--- src/logic/omsc_cfg.svh ---
// constants of the operating-mode and system-control block
`ifndef OMSC_CFG_SVH
`define OMSC_CFG_SVH
`define OMSC_ADDR_W 20
`define OMSC_OFS_MODE_IND 20'hee011
`define OMSC_OFS_SYS_CTRL 20'hee012
`define OMSC_SYS_CTRL_RST 8'h09
`define OMSC_MODE_IND_TOP 8'hc0
`define OMSC_BIT_SSB 7
`define OMSC_BIT_STS_HI 6
`define OMSC_BIT_STS_LO 4
`define OMSC_BIT_UBE 3
`define OMSC_BIT_EDGE 2
`define OMSC_BIT_SOE 1
`define OMSC_BIT_RAM 0
`define OMSC_WAIT_0 19'h02000
`define OMSC_WAIT_1 19'h04000
`define OMSC_WAIT_2 19'h08000
`define OMSC_WAIT_3 19'h10000
`define OMSC_WAIT_4 19'h20000
`define OMSC_WAIT_5 19'h40000
`define OMSC_WAIT_6 19'h00400
`define OMSC_WAIT_W 19
`endif

--- src/logic/omsc_pkg.sv ---
// types of the operating-mode and system-control block
package omsc_pkg;
  typedef enum logic [7:0] {
    OMSC_MODE_NONE = 8'h00,
    OMSC_MODE_1 = 8'h01,
    OMSC_MODE_2 = 8'h02,
    OMSC_MODE_3 = 8'h04,
    OMSC_MODE_4 = 8'h08,
    OMSC_MODE_5 = 8'h10,
    OMSC_MODE_6 = 8'h20,
    OMSC_MODE_7 = 8'h40
  } omsc_mode_t;
  typedef enum logic [1:0] {
    OMSC_SPACE_64K = 2'h0,
    OMSC_SPACE_1M = 2'h1,
    OMSC_SPACE_16M = 2'h2
  } omsc_space_t;
  typedef enum logic [1:0] {
    OMSC_BUS_NONE = 2'h0,
    OMSC_BUS_8 = 2'h1,
    OMSC_BUS_16 = 2'h2
  } omsc_bus_t;
endpackage

--- src/logic/omsc_mode_dec.sv ---
// decoder from mode-pin code to mode and its static properties
`timescale 1ns/100ps
module omsc_mode_dec (
  input wire logic [2:0] code,
  output omsc_pkg::omsc_mode_t mode,
  output omsc_pkg::omsc_space_t space,
  output omsc_pkg::omsc_bus_t init_bus,
  output logic expanded,
  output logic rom_on,
  output logic legal
);
  always_comb
  begin
    mode = omsc_pkg::OMSC_MODE_NONE;
    space = omsc_pkg::OMSC_SPACE_64K;
    init_bus = omsc_pkg::OMSC_BUS_NONE;
    expanded = 1'b0;
    rom_on = 1'b0;
    legal = 1'b1;
    case (code)
      3'h1:
      begin
        mode = omsc_pkg::OMSC_MODE_1;
        space = omsc_pkg::OMSC_SPACE_1M;
        init_bus = omsc_pkg::OMSC_BUS_8;
        expanded = 1'b1;
      end
      3'h2:
      begin
        mode = omsc_pkg::OMSC_MODE_2;
        space = omsc_pkg::OMSC_SPACE_1M;
        init_bus = omsc_pkg::OMSC_BUS_16;
        expanded = 1'b1;
      end
      3'h3:
      begin
        mode = omsc_pkg::OMSC_MODE_3;
        space = omsc_pkg::OMSC_SPACE_16M;
        init_bus = omsc_pkg::OMSC_BUS_8;
        expanded = 1'b1;
      end
      3'h4:
      begin
        mode = omsc_pkg::OMSC_MODE_4;
        space = omsc_pkg::OMSC_SPACE_16M;
        init_bus = omsc_pkg::OMSC_BUS_16;
        expanded = 1'b1;
      end
      3'h5:
      begin
        mode = omsc_pkg::OMSC_MODE_5;
        space = omsc_pkg::OMSC_SPACE_16M;
        init_bus = omsc_pkg::OMSC_BUS_8;
        expanded = 1'b1;
        rom_on = 1'b1;
      end
      3'h6:
      begin
        mode = omsc_pkg::OMSC_MODE_6;
        space = omsc_pkg::OMSC_SPACE_64K;
        rom_on = 1'b1;
      end
      3'h7:
      begin
        mode = omsc_pkg::OMSC_MODE_7;
        space = omsc_pkg::OMSC_SPACE_1M;
        rom_on = 1'b1;
      end
      default:
      begin
        legal = 1'b0;
      end
    endcase
  end
endmodule

--- src/logic/omsc_wait_cnt.sv ---
// settling-wait counter for the exit from software standby
`timescale 1ns/100ps
`include "omsc_cfg.svh"
module omsc_wait_cnt (
  input wire logic ref_clk,
  input wire logic sys_rst,
  input wire logic start,
  input wire logic [2:0] sel,
  output logic busy,
  output logic done,
  output logic illegal
);
  logic [`OMSC_WAIT_W-1:0] count;
  logic [`OMSC_WAIT_W-1:0] load;
  assign load = (sel == 3'h0) ? `OMSC_WAIT_0 :
                (sel == 3'h1) ? `OMSC_WAIT_1 :
                (sel == 3'h2) ? `OMSC_WAIT_2 :
                (sel == 3'h3) ? `OMSC_WAIT_3 :
                (sel == 3'h4) ? `OMSC_WAIT_4 :
                (sel == 3'h5) ? `OMSC_WAIT_5 :
                (sel == 3'h6) ? `OMSC_WAIT_6 : `OMSC_WAIT_0;
  assign illegal = (sel == 3'h7);
  always_ff @(posedge ref_clk or posedge sys_rst)
  begin
    if (sys_rst)
    begin
      count <= '0;
      busy <= 1'b0;
      done <= 1'b0;
    end
    else
    begin
      done <= 1'b0;
      if (start && !busy && !illegal)
      begin
        count <= load - `OMSC_WAIT_W'(1);
        busy <= 1'b1;
      end
      else if (busy)
      begin
        if (count == '0)
        begin
          busy <= 1'b0;
          done <= 1'b1;
        end
        else
        begin
          count <= count - `OMSC_WAIT_W'(1);
        end
      end
    end
  end
endmodule

--- src/logic/omsc_top.sv ---
// operating-mode decode, mode indicator and system-control register
//
// Chosen here: strobed register access.
`timescale 1ns/100ps
`include "omsc_cfg.svh"
//////////////////////////////////////////////////////////////////////////////
// Behaviour
// - mode pins 001..111 select modes 1..7; 000 is prohibited.
// - mode fixes space and initial bus: 1,3,5 8-bit; 2,4 16-bit; 6,7 none.
// - modes 1-4 allow external access and disable on-chip ROM.
// - modes 1,2 address 1 Mbyte; modes 3,4 address 16 Mbytes.
// - mode 5 enables external and on-chip ROM, 16 Mbytes.
// - modes 6,7 single-chip; mode 6 64 kbytes, mode 7 1 Mbyte.
// - RAM enabled in modes 1-5 unless ram enable cleared, then external.
// - expanded bus is 8-bit only when every area is set 8-bit.
// - mode indicator read-only; bits 7,6 read 1, bits 5..3 read 0.
// - mode indicator bits 2..0 give mode pins sampled at the read.
// - in flash boot mode the top status bit is mode pin 2 inverted.
// - system control 8-bit read/write, reset 0x09, fields as laid out.
// - timer select sets standby settling wait; code 111 illegal.
// - edge select 0 picks falling, 1 rising interrupt edge.
// - user bit enable 0 makes flag a mask bit, 1 a user bit.
// - standby floats bus when output enable 0, else holds and drives high.
module omsc_top (
  input wire logic ref_clk,
  input wire logic sys_rst,
  input wire logic mode_pin_2,
  input wire logic mode_pin_1,
  input wire logic mode_pin_0,
  input wire logic flash_boot,
  input wire logic [`OMSC_ADDR_W-1:0] reg_addr,
  input wire logic [7:0] reg_wdata,
  input wire logic reg_wr,
  input wire logic reg_rd,
  output logic [7:0] reg_rdata,
  input wire logic [7:0] area_bus_width_register,
  input wire logic standby_req,
  input wire logic standby_wake,
  input wire logic nmi_in,
  output logic [7:0] mode_onehot,
  output logic [1:0] space_size,
  output logic [1:0] bus_width,
  output logic mode_illegal,
  output logic ext_access_en,
  output logic rom_en,
  output logic ram_internal,
  output logic standby_enable,
  output logic [2:0] standby_timer_select,
  output logic user_bit_enable,
  output logic interrupt_edge_select,
  output logic standby_output_enable,
  output logic ram_enable,
  output logic in_standby,
  output logic settle_busy,
  output logic settle_illegal,
  output logic nmi_event,
  output logic flag_is_mask,
  output logic bus_float,
  output logic bus_hold,
  output logic ctrl_drive_high
);
  //////////////////////////////////////////////////////////////////////////
  // mode decode
  logic [2:0] pin_code;
  omsc_pkg::omsc_mode_t dec_mode;
  omsc_pkg::omsc_space_t dec_space;
  omsc_pkg::omsc_bus_t dec_bus;
  logic dec_exp;
  logic dec_rom;
  logic dec_legal;
  assign pin_code = {mode_pin_2, mode_pin_1, mode_pin_0};
  // pins assumed static outside reset, so no resync of the decode
  omsc_mode_dec u_dec (
    .code(pin_code),
    .mode(dec_mode),
    .space(dec_space),
    .init_bus(dec_bus),
    .expanded(dec_exp),
    .rom_on(dec_rom),
    .legal(dec_legal)
  );
  //////////////////////////////////////////////////////////////////////////
  // register file
  logic [7:0] sys_ctrl;
  logic sel_ind;
  logic sel_ctrl;
  logic [7:0] ind_value;
  logic [7:0] next_rdata;
  assign sel_ind = (reg_addr == `OMSC_OFS_MODE_IND);
  assign sel_ctrl = (reg_addr == `OMSC_OFS_SYS_CTRL);
  // pins are sampled at the read itself, not held in a latch
  assign ind_value = `OMSC_MODE_IND_TOP |
                     {5'h00, flash_boot ? ~mode_pin_2 : mode_pin_2, mode_pin_1, mode_pin_0};
  assign next_rdata = !reg_rd ? 8'h00 :
                      sel_ind ? ind_value :
                      sel_ctrl ? sys_ctrl : 8'h00;
  always_ff @(posedge ref_clk or posedge sys_rst)
  begin
    if (sys_rst)
      sys_ctrl <= `OMSC_SYS_CTRL_RST;
    else if (reg_wr && sel_ctrl)
      sys_ctrl <= reg_wdata;
  end
  always_ff @(posedge ref_clk or posedge sys_rst)
  begin
    if (sys_rst)
      reg_rdata <= 8'h00;
    else
      reg_rdata <= next_rdata;
  end
  //////////////////////////////////////////////////////////////////////////
  // bus width and memory map
  logic all_areas_8;
  logic [1:0] next_bus;
  logic next_ram_int;
  assign all_areas_8 = (area_bus_width_register == 8'hff);
  // expanded modes follow the area widths; reset value of that register
  // is supplied by the bus controller to match the initial bus mode
  assign next_bus = !dec_exp ? omsc_pkg::OMSC_BUS_NONE :
                    all_areas_8 ? omsc_pkg::OMSC_BUS_8 : omsc_pkg::OMSC_BUS_16;
  assign next_ram_int = dec_legal && (!dec_exp || sys_ctrl[`OMSC_BIT_RAM]);
  //////////////////////////////////////////////////////////////////////////
  // standby and settling wait
  logic wait_busy;
  logic wait_done;
  logic wait_illegal;
  logic wait_start;
  assign wait_start = in_standby && standby_wake;
  omsc_wait_cnt u_wait (
    .ref_clk(ref_clk),
    .sys_rst(sys_rst),
    .start(wait_start),
    .sel(sys_ctrl[`OMSC_BIT_STS_HI:`OMSC_BIT_STS_LO]),
    .busy(wait_busy),
    .done(wait_done),
    .illegal(wait_illegal)
  );
  logic next_standby;
  assign next_standby = wait_done ? 1'b0 :
                        (standby_req && sys_ctrl[`OMSC_BIT_SSB]) ? 1'b1 : in_standby;
  //////////////////////////////////////////////////////////////////////////
  // interrupt edge detect
  logic nmi_prev;
  logic next_nmi;
  assign next_nmi = sys_ctrl[`OMSC_BIT_EDGE] ? (nmi_in && !nmi_prev) :
                    (!nmi_in && nmi_prev);
  //////////////////////////////////////////////////////////////////////////
  // registered outputs
  logic soe;
  assign soe = sys_ctrl[`OMSC_BIT_SOE];
  always_ff @(posedge ref_clk or posedge sys_rst)
  begin
    if (sys_rst)
    begin
      mode_onehot <= 8'h00;
      space_size <= 2'h0;
      bus_width <= 2'h0;
      mode_illegal <= 1'b0;
      ext_access_en <= 1'b0;
      rom_en <= 1'b0;
      ram_internal <= 1'b0;
      in_standby <= 1'b0;
      settle_busy <= 1'b0;
      settle_illegal <= 1'b0;
      nmi_prev <= 1'b0;
      nmi_event <= 1'b0;
      bus_float <= 1'b0;
      bus_hold <= 1'b0;
      ctrl_drive_high <= 1'b0;
    end
    else
    begin
      mode_onehot <= dec_mode;
      space_size <= dec_space;
      bus_width <= next_bus;
      mode_illegal <= !dec_legal;
      ext_access_en <= dec_exp;
      rom_en <= dec_rom;
      ram_internal <= next_ram_int;
      in_standby <= next_standby;
      settle_busy <= wait_busy;
      settle_illegal <= wait_illegal;
      nmi_prev <= nmi_in;
      nmi_event <= next_nmi;
      bus_float <= next_standby && !soe;
      bus_hold <= next_standby && soe;
      ctrl_drive_high <= next_standby && soe;
    end
  end
  // field outputs mirror the register bits; flag_is_mask is the user bit enable inverted
  always_ff @(posedge ref_clk or posedge sys_rst)
  begin
    if (sys_rst)
    begin
      standby_enable <= 1'b0;
      standby_timer_select <= 3'h0;
      user_bit_enable <= 1'b1;
      interrupt_edge_select <= 1'b0;
      standby_output_enable <= 1'b0;
      ram_enable <= 1'b1;
      flag_is_mask <= 1'b0;
    end
    else
    begin
      standby_enable <= sys_ctrl[`OMSC_BIT_SSB];
      standby_timer_select <= sys_ctrl[`OMSC_BIT_STS_HI:`OMSC_BIT_STS_LO];
      user_bit_enable <= sys_ctrl[`OMSC_BIT_UBE];
      interrupt_edge_select <= sys_ctrl[`OMSC_BIT_EDGE];
      standby_output_enable <= soe;
      ram_enable <= sys_ctrl[`OMSC_BIT_RAM];
      flag_is_mask <= !sys_ctrl[`OMSC_BIT_UBE];
    end
  end
endmodule

--- config.mk ---
export PLATFORM = sky130hd
export DESIGN_NAME = omsc_top
export DESIGN_NICKNAME = d
export VERILOG_FILES = /design/src/logic/omsc_pkg.sv /design/src/logic/omsc_mode_dec.sv /design/src/logic/omsc_wait_cnt.sv /design/src/logic/omsc_top.sv
export VERILOG_INCLUDE_DIRS = /design/src /design/src/logic
export SDC_FILE = /design/constraint.sdc
export NUM_CORES = 1
export LEC_CHECK = 0
export BUFFER_PORTS_ARGS = -buffer_cell sky130_fd_sc_hd__clkbuf_2
export CAP_MARGIN = 20
export CORE_ASPECT_RATIO = 1.1
export CORE_MARGIN = 3
export CORE_UTILIZATION = 52
export DETAILED_ROUTE_END_ITERATION = 6
export MAX_ROUTING_LAYER = met4
export PLACE_DENSITY = 0.83
export SYNTH_ARGS = -nofsm -noshare
export SYNTH_HDL_FRONTEND = slang
export SYNTH_HIERARCHICAL = 1
export SYNTH_SLANG_ARGS = --single-unit
--- constraint.sdc ---
create_clock -name ref_clk -period 3.1 [get_ports ref_clk]
set_input_delay 0.31 -clock ref_clk [delete_from_list [all_inputs] [get_ports ref_clk]]
set_output_delay 0.31 -clock ref_clk [all_outputs]
set_load 0.05 [all_outputs]
Word-level counts from Yosys, hierarchy flattened

Cells that the tools add are included.
W data, S select, Z words.

Bitwise gates (word level): 1
Eq/ne operators: 18
Reduce and logical (&&, ||, !) cells: 28
Multiplexer cells: 30
Add/subtract/negate cells: 2

Operators with widths:

| cell                    | count |
|---|---|
| $mux W19                | 9 |
| $pmux W7 S7             | 1 |
| $eq A20 B20 Y1 const B  | 2 |
| $sub A19 B1 Y19 const B | 2 |
| $eq A3 B3 Y1 const B    | 8 |
| $mux W8                 | 3 |
| $logic_not A19 Y1       | 1 |
| $mux W14                | 1 |
| $mux W1                 | 13 |
| $eq A3 B2 Y1 const B    | 4 |
| $logic_and A1 B1 Y1     | 10 |
| $reduce_or A3 Y1        | 3 |
| $eq A8 B8 Y1 const B    | 1 |
| $logic_not A1 Y1        | 8 |
| $reduce_or A7 Y1        | 1 |
| $eq A3 B1 Y1 const B    | 2 |
| $reduce_or A5 Y1        | 1 |
| $mux W2                 | 2 |
| $pmux W2 S2             | 1 |
| $logic_not A3 Y1        | 1 |
| $ne A2 B1 Y1 const B    | 1 |
| $reduce_and A2 Y1       | 1 |
| $reduce_bool A2 Y1      | 1 |
| $logic_or A1 B1 Y1      | 1 |
| $not A1 Y1              | 1 |

Input bits: 47
Flip-flop bits (word level): 69
Output and inout port bits: 40
Word-level logic and storage cells: 105

Depth between registers and ports, before layout

Depth in word-level cells: 10
Gate-level depth with buffers: 11
Depth with buffers taken out: 9

Hierarchy

The synthesis kept the hierarchy.

Modules (own cells, without submodules):

| module        | times used | cells each | seq. area each (µm²) | area an instance (µm²) |
|---|---|---|---|---|
| omsc_top      | 1          | 104        | 1206.2               | 1606.5 |
| omsc_wait_cnt | 1          | 172        | 525.5                | 1490.2 |
| omsc_mode_dec | 1          | 22         | 0.0                  | 172.7 |

Least setup slack after synthesis

OpenSTA, ideal clock, no wires.

Kind: register to register
Start: reg in_standby
End: reg u_wait.count[10]
Slack: 186 ps
Data arrival time: 2810 ps
Library setup time: 104 ps
Required time: 2996 ps
Buffers on the path: 3
Cell stages (with the launch flop): 12
Period minus slack after synthesis: 2914 ps
Cells stage by stage: dfrtp_1 > and2_1 > nor2b_1 > nand2_2 > buf_2 > clkbuf_1 > nand2_1 > ha_1 > clkbuf_1 > o21ai_0 > mux2i_1 > a221oi_1

Word-level cells in the longest chain between the ends: 5
Elaborated cells on any way between the ends: 7
Those cells by class: eq/ne (1); mux (1); reduce/logical (5)

RTL lines:

| element                                                      | line                | source |
|---|---|---|
| start, declared                                              | omsc_top.sv:53      | `output logic in_standby,` |
| start signal, assigned                                       | omsc_top.sv:180     | `in_standby <= next_standby;` |
| $logic_and A1 B1 Y1 *                                        | omsc_top.sv:128     | `assign wait_start = in_standby && standby_wake;` |
| named net wait_start                                         | omsc_top.sv:127     | `logic wait_start;` |
| $logic_and A1 B1 Y1 * (2 in series)                          | omsc_wait_cnt.sv:34 | `if (start && !busy && !illegal)` |
| $ne A2 B1 Y1 (no line) or $reduce_bool A2 Y1 (tied branches) | -                   |  |
| $reduce_and A2 Y1 (no line)                                  | -                   |  |
| end signal, assigned                                         | omsc_wait_cnt.sv:36 | `` count <= load - `OMSC_WAIT_W'(1); `` |
| end signal, assigned                                         | omsc_wait_cnt.sv:48 | `` count <= count - `OMSC_WAIT_W'(1); `` |
| end, declared                                                | omsc_wait_cnt.sv:13 | `` logic [`OMSC_WAIT_W-1:0] count; `` |

Mark *: on every way through the listed nets, which the timed path passes. The rest lies on a longest branch.
A chain may end at the register's enable or synchronous reset.

Final worst setup path

Start: reg in_standby
End: reg u_wait.count[18]

Same word-level chain as after synthesis.

==> flow_metrics.py <==
metrics = {
    "clock_network": {
        "cts-root-buf": "clkbuf_8",
        "cts_made_buffers": 9,
        "post_cts_resized": 0,
        "cts_tree": "done",
        "holdBufCountCts": 0,
        "htree_num_levels": 3,
        "cts.sink_count": 69,
        "clock_path_buffers": 2,
        "cts.clk_slew.worst_paths_ns": 0.07,
        "clk_latency_ns": 0.34,
        "cts_setup_buffers": 0,
    },
    "yosys": {
        "avgSynthCellArea_um2": 11.0,
        "syn_area_um2": 3250,
        "synth_nets": 343,
        "synth_cells": 295,
        "yosysWarnings": 6,
    },
    "detailed_routing": {
        "drt_first_pass_iters": 5,
        "drt_wl_total_mm": 7.74,
        "drcViolationCount": 0,
        "wl_per_cell_um": 16.7,
        "ant_nets": 0,
        "viasPerCell": 5.78,
        "num_vias": 2676,
        "drt_iter0_drc": 265,
    },
    "timing": {
        "clock_skew_ns": 0.00778,
        "relSlewSlack": 0.372,
        "fin_tns_setup_ns": 0,
        "worst_slew_pin_slew_ns": 0.941,
        "hold_viol": 0,
        "finalMaxSlewViolations": 0,
        "rsz0062_at_grt": "no",
        "fmax_mhz": 373,
        "whs_ns": 0.116,
        "setup_viol": 0,
        "fin_crit_sh": 0.866,
        "fin_crit_ns": 2.68,
    },
    "hold_path": {
        "holdPathStages": 1,
        "hold_class": "input port to flop",
    },
    "setup_path": {
        "endpoint_kind": "flop",
        "start_kind": "flop",
        "crit_arrival_ns": 2.90,
        "worstSetupPathType": "flop to flop",
        "cp_slowest_cell": "nor2b_1",
        "path_buf_inv": 1,
        "cp_max_fo": 12,
        "slowest_delay_ns": 0.41,
        "reg2reg_depth": 9,
        "path_cells": "and2_1, nor2b_1, nand2_2, nand2_1, ha_1, inv_1, a2111oi_4, a311o_1, nand3_1",
        "worst-path-stages": 9,
        "crit_required_ns": 3.32,
        "cp_top_family": "simple AND/OR/NAND/NOR gates",
    },
    "floorplanning": {
        "start_util": 0.549,
        "coreArea_um2": 5910,
        "die_w_um": 81.4,
        "dieArea_um2": 7230,
        "ioPinCount": 87,
        "rows": 29,
        "fp.dieH_um": 88.9,
    },
    "layout": {
        "final_common_cell": "clkbuf_2",
        "drive_gt1_frac": 0.345,
        "finalInstanceArea_um2": 3930,
        "final_net_count": 429,
        "antenna_cells": 0,
        "final_cell_mix": "86 x clkbuf_2, 65 x dfrtp_1, 26 x nor2_1, 20 x nand2_1, 13 x a21oi_1",
        "area_growth_pct": 20.9,
        "fillers": 459,
    },
    "pwr": {
        "ir_worst_vdd_v": 0.000228,
        "powerDensity_nw_per_um2": 474,
        "power_leakage_nw": 1.91,
    },
    "job": {
        "drv_cap": 0,
    },
    "grt": {
        "grt.overflow.total": 0,
        "antenna_found_initial": 0,
        "grt_pass1_wl_mm": 12.7,
        "grt_use_total": 0.238,
        "first_global_vias": 2545,
        "grt_max_degree": 49,
    },
    "placed_design": {
        "io_buffers": 86,
        "place_congestion": 0.938,
        "place_area_um2": 3710,
        "hpwl_mm": 5.56,
    },
    "outcome": {
        "status": "finished clean",
    },
}
==> layer usage <==
metal | track usage | routed length, um | vias to the layer above
li1 | - | - | 1249
met1 | 0.319 | 3330 | 1289
met2 | 0.368 | 3730 | 128
met3 | 0.0504 | 597 | 10
met4 | 0.0645 | 74 | 0
met5 | - | 0 | -
==> final timing paths <==
kind / start / end / slack, ns
max: in_standby / u_wait/count[18] / 0.42
min: nmi_in / nmi_prev / 0.12
max reg2reg: in_standby / u_wait/count[18] / 0.42
min reg2reg: sys_ctrl[0] / ram_enable / 0.39
max in group asynchronous: sys_rst / sys_ctrl[5] / 2.32
min in group asynchronous: sys_rst / u_wait/count[5] / 0.15
==> flip-flops by register name, indices dropped and copies added (netlist names), 2 cells and up <==
| signal | flops |
|---|---|
| reg_rdata | 8 |
| u_wait/count | 19 |
| mode_onehot | 8 |
| bus_width | 2 |
| sys_ctrl | 8 |
| space_size | 2 |
| standby_timer_select | 3 |
==> worst register-to-register path: cells and delay by family (launching register included) <==
family	cells	cell delay [ns]
AOI/OAI and AO/OA	2	0.60
adders and majority gates	1	0.38
buffers and inverters	1	0.19
DFF	1	0.39
and+or+nand+nor	5	1.00
==> area by class of cell <==
cell class | count | area [um2] | share of cell area
inverters | 9 | 33.8 | 0.00860
repair buffers | 90 | 460 | 0.117
flip-flops and latches | 69 | 1730 | 0.441
clock buffers | 12 | 145 | 0.0370
well taps | 77 | 96.3 | 0.0245
clock inverters | 4 | 72.6 | 0.0185
multi-input cells | 202 | 1390 | 0.353
==> where the power goes <==
| part | switching (W) | internal [W] | total (W) |
|---|---|---|---|
| sequential | 0.00000566 | 0.000914 | 0.000919 |
| clock | 0.000321 | 0.000474 | 0.000795 |
| combinational | 0.0000997 | 0.0000459 | 0.000146 |
==> per-stage QoR <==
step           setup WS (ns)   util  total power, W  std cells
2_1_floorplan          0.186      -         0.00103        295
3_3_place_gp           0.595  0.627         0.00108        447
3_5_place_dp           0.495  0.627         0.00108        447
4_1_cts                0.454  0.664         0.00187        463
5_1_grt                0.198  0.664         0.00194        463
6_report               0.416  0.664         0.00186        463
Power figures use the tool's default switching activity.
